File: src/rtl/supply_tuning_defines.vh
`ifndef SUPPLY_TUNING_DEFINES_VH
`define SUPPLY_TUNING_DEFINES_VH
// ==========================================
// Register offsets
`define OFF_SUPPLY_SELECT 8'h3a
`define OFF_BYPASS_CTRL 8'h3b
`define OFF_ACCEPT_BER 8'h46
`define OFF_ACTUAL_BER 8'h47
`define OFF_WL_SET_HI 8'h48
`define OFF_WL_SET_LO 8'h49
`define OFF_WL_ERR_HI 8'h4a
`define OFF_WL_ERR_LO 8'h4b
`define OFF_AMP_ADJ 8'h4c
`define OFF_PHASE_ADJ 8'h4d
// ==========================================
// Reset values and field constants
`define ZERO_NIBBLE 4'h0
`define ZERO_BYTE 8'h00
`define ZERO_WORD 16'h0000
`define BYPASS_BIT 0
`define MIN_LV_CODE 4'h3
`define BYPASS_CODE 4'h6
`define WL_MIN 16'h0000
`define WL_MAX 16'hffff
`define WL_TOL 16'h0014
`define NOMINAL_CODE 4'h0
// Setpoint steps are ten times coarser than error steps
`define WL_SCALE 16'h000a
`define ONE_WORD 16'h0001
`define RSVD_BITS 3'h0
`define AVAIL_ALL 2'h3
`define AVAIL_NONE 2'h0
// Lower nibble codes that mean a higher voltage are numerically smaller
`endif

File: src/rtl/supply_tuning_regs.v
`timescale 1ns/100ps
`include "supply_tuning_defines.vh"
module supply_tuning_regs #(
    parameter VPS_IMPLEMENTED = 1
) (
    input wire clk,
    input wire rst_n,
    input wire wr_en,
    input wire rd_en,
    input wire [7:0] addr,
    input wire [7:0] wr_data,
    output reg [7:0] rd_data,
    input wire power_down,
    input wire [15:0] measured_wavelength,
    input wire rail_low_limit_cmp,
    input wire rail_in_range_raw,
    output wire [1:0] mode_available,
    output wire variable_supply_mode,
    output wire bypass_active,
    output wire [3:0] second_supply_rail_code,
    output wire [3:0] aux_rail_threshold_code,
    output wire tx_disable,
    output wire module_not_ready_out,
    output wire interrupt_out,
    output wire rail_fault_flag,
    output wire wl_error_flag,
    output wire [7:0] acceptable_ber,
    output wire [7:0] actual_ber,
    output wire [15:0] wavelength_target,
    output wire [15:0] wavelength_error,
    output wire [7:0] amplitude_threshold,
    output wire [7:0] phase_point
);
    // ==========================================
    // Pin synchronisers
    reg pd_meta_reg;
    reg pd_sync_reg;
    reg rail_meta_reg;
    reg rail_sync_reg;
    reg pd_prev_reg;
    always @(posedge clk or negedge rst_n)
    begin
        if (!rst_n)
        begin
            pd_meta_reg <= 1'b1;
            pd_sync_reg <= 1'b1;
            rail_meta_reg <= 1'b0;
            rail_sync_reg <= 1'b0;
            pd_prev_reg <= 1'b1;
        end
        else
        begin
            pd_meta_reg <= power_down;
            pd_sync_reg <= pd_meta_reg;
            rail_meta_reg <= rail_in_range_raw;
            rail_sync_reg <= rail_meta_reg;
            pd_prev_reg <= pd_sync_reg;
        end
    end
    wire pd_release = pd_prev_reg & ~pd_sync_reg;

    // ==========================================
    // Writable registers
    reg [3:0] vsel_reg;
    reg bypass_reg;
    reg [7:0] accept_ber_reg;
    reg [7:0] actual_ber_reg;
    reg [15:0] wl_set_reg;
    reg [7:0] wl_hi_hold_reg;
    reg [7:0] amp_reg;
    reg [7:0] phase_reg;
    wire vps_on = (VPS_IMPLEMENTED != 0);
    // One decoded strobe per byte keeps the write side easy to audit
    wire we_vsel = wr_en & (addr == `OFF_SUPPLY_SELECT) & vps_on;
    wire we_bypass = wr_en & (addr == `OFF_BYPASS_CTRL) & vps_on;
    wire we_accept = wr_en & (addr == `OFF_ACCEPT_BER);
    wire we_actual = wr_en & (addr == `OFF_ACTUAL_BER);
    wire we_wl_hi = wr_en & (addr == `OFF_WL_SET_HI);
    wire we_wl_lo = wr_en & (addr == `OFF_WL_SET_LO);
    wire we_amp = wr_en & (addr == `OFF_AMP_ADJ);
    wire we_phase = wr_en & (addr == `OFF_PHASE_ADJ);
    // Setpoint bytes commit together on the low byte so the tuner never sees half a value
    wire [15:0] wl_raw = {wl_hi_hold_reg, wr_data};
    wire [15:0] wl_clip = (wl_raw < `WL_MIN) ? `WL_MIN : ((wl_raw > `WL_MAX) ? `WL_MAX : wl_raw);
    always @(posedge clk or negedge rst_n)
    begin
        if (!rst_n)
        begin
            vsel_reg <= `ZERO_NIBBLE;
            bypass_reg <= 1'b0;
            accept_ber_reg <= `ZERO_BYTE;
            actual_ber_reg <= `ZERO_BYTE;
            wl_set_reg <= `ZERO_WORD;
            wl_hi_hold_reg <= `ZERO_BYTE;
            amp_reg <= `ZERO_BYTE;
            phase_reg <= `ZERO_BYTE;
        end
        else
        begin
            // Power-down release does not touch these; only writes and reset do
            if (we_vsel)
                vsel_reg <= wr_data[3:0];
            if (we_bypass)
                bypass_reg <= wr_data[`BYPASS_BIT];
            if (we_accept)
                accept_ber_reg <= wr_data;
            if (we_actual)
                actual_ber_reg <= wr_data;
            if (we_wl_hi)
                wl_hi_hold_reg <= wr_data;
            if (we_wl_lo)
                wl_set_reg <= wl_clip;
            if (we_amp)
                amp_reg <= wr_data;
            if (we_phase)
                phase_reg <= wr_data;
        end
    end

    // ==========================================
    // Mode and rail supervision
    assign variable_supply_mode = vps_on & (vsel_reg != `NOMINAL_CODE);
    assign bypass_active = vps_on & bypass_reg & (vsel_reg == `NOMINAL_CODE);
    assign second_supply_rail_code = variable_supply_mode ? vsel_reg :
        (bypass_active ? `BYPASS_CODE : `NOMINAL_CODE);
    // Lower alarm limit follows the chosen mode without host rewrite
    assign aux_rail_threshold_code = second_supply_rail_code;
    assign mode_available = vps_on ? `AVAIL_ALL : `AVAIL_NONE;

    reg rail_fault_reg;
    reg not_ready_reg;
    always @(posedge clk or negedge rst_n)
    begin
        if (!rst_n)
        begin
            rail_fault_reg <= 1'b0;
            not_ready_reg <= 1'b1;
        end
        else
        begin
            // Set beats the read-clear in the same cycle
            if ((pd_release & ~rail_sync_reg) | (~pd_sync_reg & ~rail_sync_reg & vps_on))
                rail_fault_reg <= 1'b1;
            else if (rd_en && addr == `OFF_SUPPLY_SELECT)
                rail_fault_reg <= 1'b0;
            if (pd_sync_reg)
                not_ready_reg <= 1'b1;
            else if (pd_release)
                not_ready_reg <= ~rail_sync_reg;
        end
    end
    assign rail_fault_flag = rail_fault_reg;
    assign module_not_ready_out = not_ready_reg;
    assign tx_disable = pd_sync_reg | not_ready_reg;

    // ==========================================
    // Wavelength error monitor
    reg [15:0] wl_err_reg;
    reg [7:0] wl_err_lo_hold_reg;
    reg wl_flag_reg;
    wire [15:0] wl_diff = measured_wavelength - (wl_set_reg * `WL_SCALE);
    wire [15:0] wl_abs = wl_diff[15] ? (~wl_diff + `ONE_WORD) : wl_diff;
    always @(posedge clk or negedge rst_n)
    begin
        if (!rst_n)
        begin
            wl_err_reg <= `ZERO_WORD;
            wl_err_lo_hold_reg <= `ZERO_BYTE;
            wl_flag_reg <= 1'b0;
        end
        else
        begin
            // Low byte frozen at the high-byte read so a two-byte read stays coherent
            if (rd_en && addr == `OFF_WL_ERR_HI)
                wl_err_lo_hold_reg <= wl_err_reg[7:0];
            else
                wl_err_reg <= wl_diff;
            if (wl_abs > `WL_TOL)
                wl_flag_reg <= 1'b1;
            else if (rd_en && addr == `OFF_WL_ERR_LO)
                wl_flag_reg <= 1'b0;
        end
    end
    assign wl_error_flag = wl_flag_reg;
    assign interrupt_out = rail_fault_reg | wl_flag_reg;

    // ==========================================
    // Read mux
    // Unmapped addresses read zero so a host probing for options sees nothing
    reg [7:0] rd_data_next;
    always @*
    begin
        rd_data_next = `ZERO_BYTE;
        if (addr == `OFF_SUPPLY_SELECT)
        begin
            rd_data_next = vps_on ? {`MIN_LV_CODE, vsel_reg} : `ZERO_BYTE;
        end
        else if (addr == `OFF_BYPASS_CTRL)
        begin
            rd_data_next = vps_on ? {`BYPASS_CODE, `RSVD_BITS, bypass_reg} : `ZERO_BYTE;
        end
        else if (addr == `OFF_ACCEPT_BER)
        begin
            rd_data_next = accept_ber_reg;
        end
        else if (addr == `OFF_ACTUAL_BER)
        begin
            rd_data_next = actual_ber_reg;
        end
        else if (addr == `OFF_WL_SET_HI)
        begin
            rd_data_next = wl_set_reg[15:8];
        end
        else if (addr == `OFF_WL_SET_LO)
        begin
            rd_data_next = wl_set_reg[7:0];
        end
        else if (addr == `OFF_WL_ERR_HI)
        begin
            rd_data_next = wl_err_reg[15:8];
        end
        else if (addr == `OFF_WL_ERR_LO)
        begin
            rd_data_next = wl_err_lo_hold_reg;
        end
        else if (addr == `OFF_AMP_ADJ)
        begin
            rd_data_next = amp_reg;
        end
        else if (addr == `OFF_PHASE_ADJ)
        begin
            rd_data_next = phase_reg;
        end
    end

    // Data stands until the next read strobe
    always @(posedge clk or negedge rst_n)
    begin
        if (!rst_n)
            rd_data <= `ZERO_BYTE;
        else if (rd_en)
            rd_data <= rd_data_next;
    end

    assign acceptable_ber = accept_ber_reg;
    assign actual_ber = actual_ber_reg;
    assign wavelength_target = wl_set_reg;
    assign wavelength_error = wl_err_reg;
    assign amplitude_threshold = amp_reg;
    assign phase_point = phase_reg;
    wire unused_cmp = rail_low_limit_cmp;
endmodule // supply_tuning_regs

File: config.mk
export PLATFORM = sky130hd
export DESIGN_NAME = supply_tuning_regs
export DESIGN_NICKNAME = d
export VERILOG_FILES = /design/src/rtl/supply_tuning_regs.v
export VERILOG_INCLUDE_DIRS = /design/src /design/src/rtl
export SDC_FILE = /design/constraint.sdc
export NUM_CORES = 1
export LEC_CHECK = 0
export BUFFER_PORTS_ARGS = -buffer_cell sky130_fd_sc_hd__buf_2
export CAP_MARGIN = 30
export CORE_AREA = 10 10 142 144
export DETAILED_ROUTE_END_ITERATION = 16
export DIE_AREA = 0 0 152 154
export GPL_TIMING_DRIVEN = 0
export SYNTH_ARGS = -nofsm -noshare
export SYNTH_HDL_FRONTEND = slang
export SYNTH_SLANG_ARGS = --single-unit
File: constraint.sdc
create_clock -name clk -period 5.64 [get_ports clk]
set_clock_uncertainty 0.05 [all_clocks]
set_input_delay 1.692 -clock clk [delete_from_list [all_inputs] [get_ports clk]]
set_output_delay 1.692 -clock clk [all_outputs]
set_load 0.005 [all_outputs]
==> results of run 1 <==
## power groups by stage
stage               logic (mW)  registers (mW)  clock network, mW
finish                   0.375           0.817              0.620
global route             0.421           0.824              0.662
floorplan                0.225           0.823                  0
CTS                      0.381           0.817              0.636
detailed placement       0.379           0.831                  0
global placement         0.372           0.830                  0
## cell type report
| cell class | instances | area, um2 |
|---|---|---|
| clock buffers | 10 | 229 |
| flip-flops and latches | 101 | 2530 |
| diodes | 2 | 5.00 |
| clock inverters | 6 | 71.3 |
| fillers | 1788 | 9970 |
| well taps | 225 | 282 |
| plain buffers | 25 | 133 |
| repair buffers | 123 | 641 |
| multi-input cells | 435 | 3240 |
| inverters | 20 | 75.1 |
## logic make-up (layout without fill, tap and decap cells)
family                     Yosys count  in the layout  synth area share (%)
muxes                               75             75                  14.0
and+or+nand+nor                    165            165                  12.6
DFF                                101            101                  42.4
AOI/OAI and AO/OA                  129            129                  15.3
other                                1              4                0.0628
buffers and inverters               45            184                  3.48
adders and majority gates           39             39                  8.42
xor gates and xnor gates            25             25                  3.79
## routing by layer
| metal | track usage (%) | wire length [um] | up-vias |
|---|---|---|---|
| li1 | - | - | 2356 |
| met1 | 19.1 | 7980 | 2386 |
| met2 | 25.0 | 8910 | 118 |
| met3 | 3.04 | 821 | 27 |
| met4 | 4.95 | 414 | 0 |
| met5 | 0 | 0 | - |
## worst max-delay path, cell delays in order (launching register included)
cell	delay, ns
dfrtp_1	0.47
ha_1	0.32
ha_1	0.23
fa_1	0.43
a21o_1	0.20
a21oi_1	0.20
o21bai_1	0.09
a21oi_1	0.22
o21bai_1	0.10
a21oi_1	0.23
xnor2_1	0.15
ha_1	0.32
a21o_1	0.24
a21oi_2	0.17
nor3b_2	0.20
a221oi_2	0.09
xnor2_1	0.25
xnor2_2	0.19
buf_4	0.22
nand4b_1	0.10
a222oi_1	0.35
o2111ai_1	0.20
## worst paths after layout
kind	startpoint	to	slack, ns	cells after the start
worst min-delay path	rail_meta_reg	rail_sync_reg	0.30	0
max in group asynchronous	rst_n	wl_hi_hold_reg[5]	3.52	2
worst min register to register	rail_meta_reg	rail_sync_reg	0.30	0
worst max register to register	wavelength_target[3]	wl_error_flag	0.47	21
min in group asynchronous	rst_n	rail_meta_reg	1.32	1
worst max-delay path	wavelength_target[3]	wl_error_flag	0.47	21
## placed cells by master (no fill, tap or decap), drive strengths merged, types with 5 or more instances in the layout
master,n
a31oi,5
ha,37
inv,21
clkbuf,22
o21ai,34
a221oi,5
xnor2,16
o21a,5
nand2,89
mux2,61
xor2,9
mux2i,13
nand2b,6
dfrtp,97
nand3,6
buf,136
or2,5
o21bai,5
a21oi,33
nor2,31
a21o,8
==> impl_metrics.csv, run 1 <==
group,metric,value,unit
route,wl_per_cell,19.1,um
timing,tns,0,ns
floorplan,ios,128,
floorplan,fp.dieH,154,um
power_and_ir_drop,p_comb_share,20.7,%
route,vias_per_cell,5.16,
yosys,synth_area_per_cell,10.3,um2
yosys,synth_edf_count,0,
route,drtAntennaViolNets,0,
worst_setup_path,cp.arrival,5.30,ns
yosys,yosysMostFrequentCell,"dfrtp_1",
global_routing,grt.overflow.total,0,
route,drc,0,
power_and_ir_drop,p_clk_share,34.2,%
finish,nets,793,
timing,rsz0062_at_grt,"no",
global_routing,antenna_found_initial,2,
yosys,synthTopCellsByCount,"dfrtp_1, nand2_1, mux2_2",
route,firstDrtPassIters,5,
place,port_buffers,122,
route,wirelength,18100,um
floorplan,die_w,152,um
power_and_ir_drop,power_density,252,mW/mm2
yosys,netlist_area,0.00598,mm2
cts,cts_buffers,9,
global_routing,first_global_vias,4967,
global_routing,grt_pass1_wl,28600,um
finish,area_growth,20.6,%
power_and_ir_drop,p_total,1.81,mW
place,place_area,0.00690,mm2
finish,stdcell_count,947,
worst_hold_path,min_path_type,"reg2reg",
timing,max_slew_margin,43.4,%
global_routing,grtUsageTotal,15.1,%
yosys,ys_async_sr_fraction,100,%
power_and_ir_drop,switching_power,529,uW
yosys,ys.flop_type,"dfrtp_1",
yosys,netlist_top_cells_area,"dfrtp_1, mux2_2, ha_1, nand2_1, a21oi_1",
cts,cts_setup_buffers,0,
timing,tightest_slew,0.846,ns
cts,cts.path.max_buffers,2,
yosys,synth_top_area_cell,"dfrtp_1",
power_and_ir_drop,internal_power,1.28,mW
yosys,ys_ff_latch,101,
timing,slew_violations,0,
place,dp_slack,0.479,ns
floorplan,initial_core_util,34.8,%
timing,whs,0.301,ns
floorplan,core-area,0.0172,mm2
cts,clkTransAtPathRegs,0.07,ns
outcome,outcome,"finished, final reports clean",
yosys,synth.top_cell.area_share,40.6,%
route,vias,4887,
timing,hold_violations,0,
finish,design_area,0.00721,mm2
timing,finalCriticalPeriod,5.17,ns
worst_setup_path,worstPathMaxFanout,10,
worst_setup_path,critPathKind,"reg2reg",
worst_setup_path,critPathLaunchType,"flop",
route,drt_iter0_drc,288,
timing,fin_crit_sh,91.6,%
place,post-place-cells,929,
timing,layout_setup_ws,0.473,ns
cts,clockRootBuffer,"clkbuf_16",
power_and_ir_drop,seq_power_share,45.1,%
cts,clock_latency,0.34,ns
floorplan,die-area,0.0234,mm2
cts,cts_sinks,101,
cts,hold_buffers,0,
yosys,yosysWarnings,0,
yosys,postSynthCellCount,580,
yosys,synth.distinct_cells,67,
flow_run,maxCapViolCount,0,
finish,post-route-util,42.0,%
timing,fmax,194,MHz
worst_setup_path,endpoint_kind,"flop",
power_and_ir_drop,p_leak,3.68,nW
floorplan,rows,48,
place,place_congestion,0.894,
timing,finalSetupViolCount,0,
yosys,ys_seq_area_share,42.4,%
cts,htree_levels,3,
place,hpwl,14300,um
worst_setup_path,worstPathRequired,5.77,ns
power_and_ir_drop,peakVddDrop,166,uV
cts,post_cts_resized,0,
cts,cts_tree,"yes",
global_routing,grt_max_degree,56,
finish,drive_gt1_share,32.5,%
power_and_ir_drop,switching_share,29.2,%
(Power assumes the default switching activity.)
==> run 2, diff against run 1 <==
--- a/config.mk
+++ b/config.mk
@@ -6,9 +6,10 @@
 export SDC_FILE = /design/constraint.sdc
 export NUM_CORES = 1
 export LEC_CHECK = 0
-export BUFFER_PORTS_ARGS = -buffer_cell sky130_fd_sc_hd__buf_2
+export BUFFER_PORTS_ARGS = -buffer_cell sky130_fd_sc_hd__clkbuf_2
 export CAP_MARGIN = 30
 export CORE_AREA = 10 10 142 144
+export CTS_CLUSTER_DIAMETER = 150
 export DETAILED_ROUTE_END_ITERATION = 16
 export DIE_AREA = 0 0 152 154
 export GPL_TIMING_DRIVEN = 0
==> run 2 against run 1 <==
  * Core utilization decreased by 0.30 points
  * Highest routed layer unchanged
  * Non-clock buffer count shrank 1
  * Critical path depth is the same
  * Sequential power about the same
  * Hold slack got worse by 0.0022 ns
==> impl_metrics.csv, run 2 (synthesis results as in run 1) <==
group,metric,value,unit
timing,whs,0.299,ns
global_routing,grt_pass1_wl,28300,um
worst_setup_path,crit_buf_inv,1,
worst_setup_path,crit_chain,"ha_1 -> ha_1 -> fa_1 -> a21o_1 -> a21oi_1 -> o21bai_1 -> a21oi_1 -> o21bai_1 -> a21oi_1 -> xnor2_1 -> ha_1 -> a21o_1 -> a21oi_2 -> nor3b_2 -> a221oi_2 -> xnor2_1 -> xnor2_2 -> buf_4 -> nand4b_1 -> a222oi_1 -> o2111ai_1",
floorplan,rows,48,
finish,nets,792,
timing,tns,0,ns
place,hpwl,14100,um
finish,final_cell_mix,"clkbuf_2, dfrtp_1, nand2_1, mux2_2, ha_1",
global_routing,grtUsageTotal,14.9,%
power_and_ir_drop,p_comb_share,21.0,%
cts,clkTransAtPathRegs,0.07,ns
power_and_ir_drop,p_leak,3.62,nW
cts,htree_levels,3,
cts,cts_buffers,9,
timing,fin_crit_sh,93.0,%
outcome,outcome,"finished, final reports clean",
power_and_ir_drop,internal_power,1.23,mW
cts,hold_buffers,0,
finish,design_area,0.00716,mm2
worst_setup_path,worstPathMaxFanout,10,
flow_run,maxCapViolCount,0,
place,place_congestion,0.899,
power_and_ir_drop,switching_power,530,uW
cts,clockRootBuffer,"clkbuf_16",
timing,hold_violations,0,
place,place_area,0.00688,mm2
finish,final_common_cell,"clkbuf_2",
cts,clock_latency,0.34,ns
worst_setup_path,cp_slowest_cell,"dfrtp_1",
power_and_ir_drop,power_density,247,mW/mm2
cts,post_cts_resized,0,
route,vias,4856,
cts,cts_setup_buffers,0,
place,port_buffers,122,
route,drt_iter0_drc,374,
timing,slew_violations,0,
power_and_ir_drop,peakVddDrop,172,uV
worst_setup_path,critPathLaunchType,"flop",
finish,post-route-util,41.7,%
timing,fmax,191,MHz
power_and_ir_drop,p_clk_share,32.6,%
worst_setup_path,critPathTopFamily,"compound AO/OA/AOI/OAI gates",
cts,cts.path.max_buffers,2,
global_routing,antenna_found_initial,0,
timing,max_slew_margin,39.0,%
worst_setup_path,cp.arrival,5.38,ns
route,drtAntennaViolNets,0,
route,drc,0,
worst_hold_path,min_path_type,"reg2reg",
worst_setup_path,rr_startpoint,"wavelength_target[3]",
timing,finalSetupViolCount,0,
floorplan,core-area,0.0172,mm2
route,vias_per_cell,5.15,
global_routing,grt_max_degree,102,
worst_hold_path,worstHoldStart,"rail_meta_reg",
finish,stdcell_count,943,
timing,rsz0062_at_grt,"no",
floorplan,fp.dieH,154,um
global_routing,grt.overflow.total,0,
finish,area_growth,19.7,%
power_and_ir_drop,switching_share,30.0,%
worst_setup_path,critPathLaunch,"wavelength_target[3]",
worst_setup_path,endpoint_kind,"flop",
route,wl_per_cell,18.9,um
route,wirelength,17800,um
global_routing,first_global_vias,5022,
floorplan,initial_core_util,34.8,%
route,firstDrtPassIters,6,
timing,finalCriticalPeriod,5.25,ns
finish,antenna_cells,0,
worst_setup_path,max_stage_delay,0.47,ns
floorplan,ios,128,
floorplan,die-area,0.0234,mm2
place,post-place-cells,928,
worst_setup_path,critPathKind,"reg2reg",
timing,tightest_slew,0.912,ns
floorplan,die_w,152,um
worst_setup_path,worstPathRequired,5.77,ns
cts,cts_tree,"yes",
power_and_ir_drop,seq_power_share,46.4,%
cts,cts_sinks,101,
finish,drive_gt1_share,32.5,%
## run 2: path summary, 6_finish.rpt
kind	end	depth (start not counted)	slack (ns)
max in group asynchronous	wavelength_target[5]	1	3.62
setup / recovery	wl_error_flag	21	0.39
hold reg to reg	rail_sync_reg	0	0.30
setup reg to reg	wl_error_flag	21	0.39
hold / removal	rail_sync_reg	0	0.30
min in group asynchronous	rail_sync_reg	1	1.39
## run 2: worst reg2reg max path: stages (launching register included)
cell and delay, ns:
dfrtp_1 0.47, ha_1 0.32, ha_1 0.24, fa_1 0.43, a21o_1 0.20, a21oi_1 0.22
o21bai_1 0.09, a21oi_1 0.23, o21bai_1 0.09, a21oi_1 0.22, xnor2_1 0.15, ha_1 0.32
a21o_1 0.24, a21oi_2 0.18, nor3b_2 0.20, a221oi_2 0.09, xnor2_1 0.26, xnor2_2 0.19
buf_4 0.22, nand4b_1 0.10, a222oi_1 0.39, o2111ai_1 0.20
## run 2: through the flow
step | total power [mW] | setup WS [ns]
2_1_floorplan | 1.05 | 1.07
3_3_place_gp | 1.20 | 0.488
3_5_place_dp | 1.21 | 0.427
4_1_cts | 1.79 | 0.404
5_1_grt | 1.86 | 0.0683
6_report | 1.76 | 0.392
## run 2: power by group through the flow
stage	Clock, mW	Combinational, mW	Sequential (mW)
3_3_place_gp	0	0.372	0.831
5_1_grt	0.619	0.417	0.825
3_5_place_dp	0	0.375	0.832
4_1_cts	0.593	0.377	0.818
6_report	0.576	0.371	0.818
2_1_floorplan	0	0.225	0.823
## run 2: routing by layer
layer	GRT usage (%)	share of wire (%)	wire length, um	up-vias
met4	5.50	3.1	555	0
met3	3.49	5.0	884	32
met5	0	0	0	-
li1	-	-	-	2341
met2	24.9	49	8710	127
met1	18.4	43	7670	2356
## run 2: cell type report
cell class                 count  area, um2
tap                          225        282
clock buffer                   9        225
fill                        1742      10000
sequential                   101       2530
multi-input combinational    435       3240
timing repair buffer         122        619
clock inverter                 6       50.0
buffer                        25        133
inverter                      20       75.1
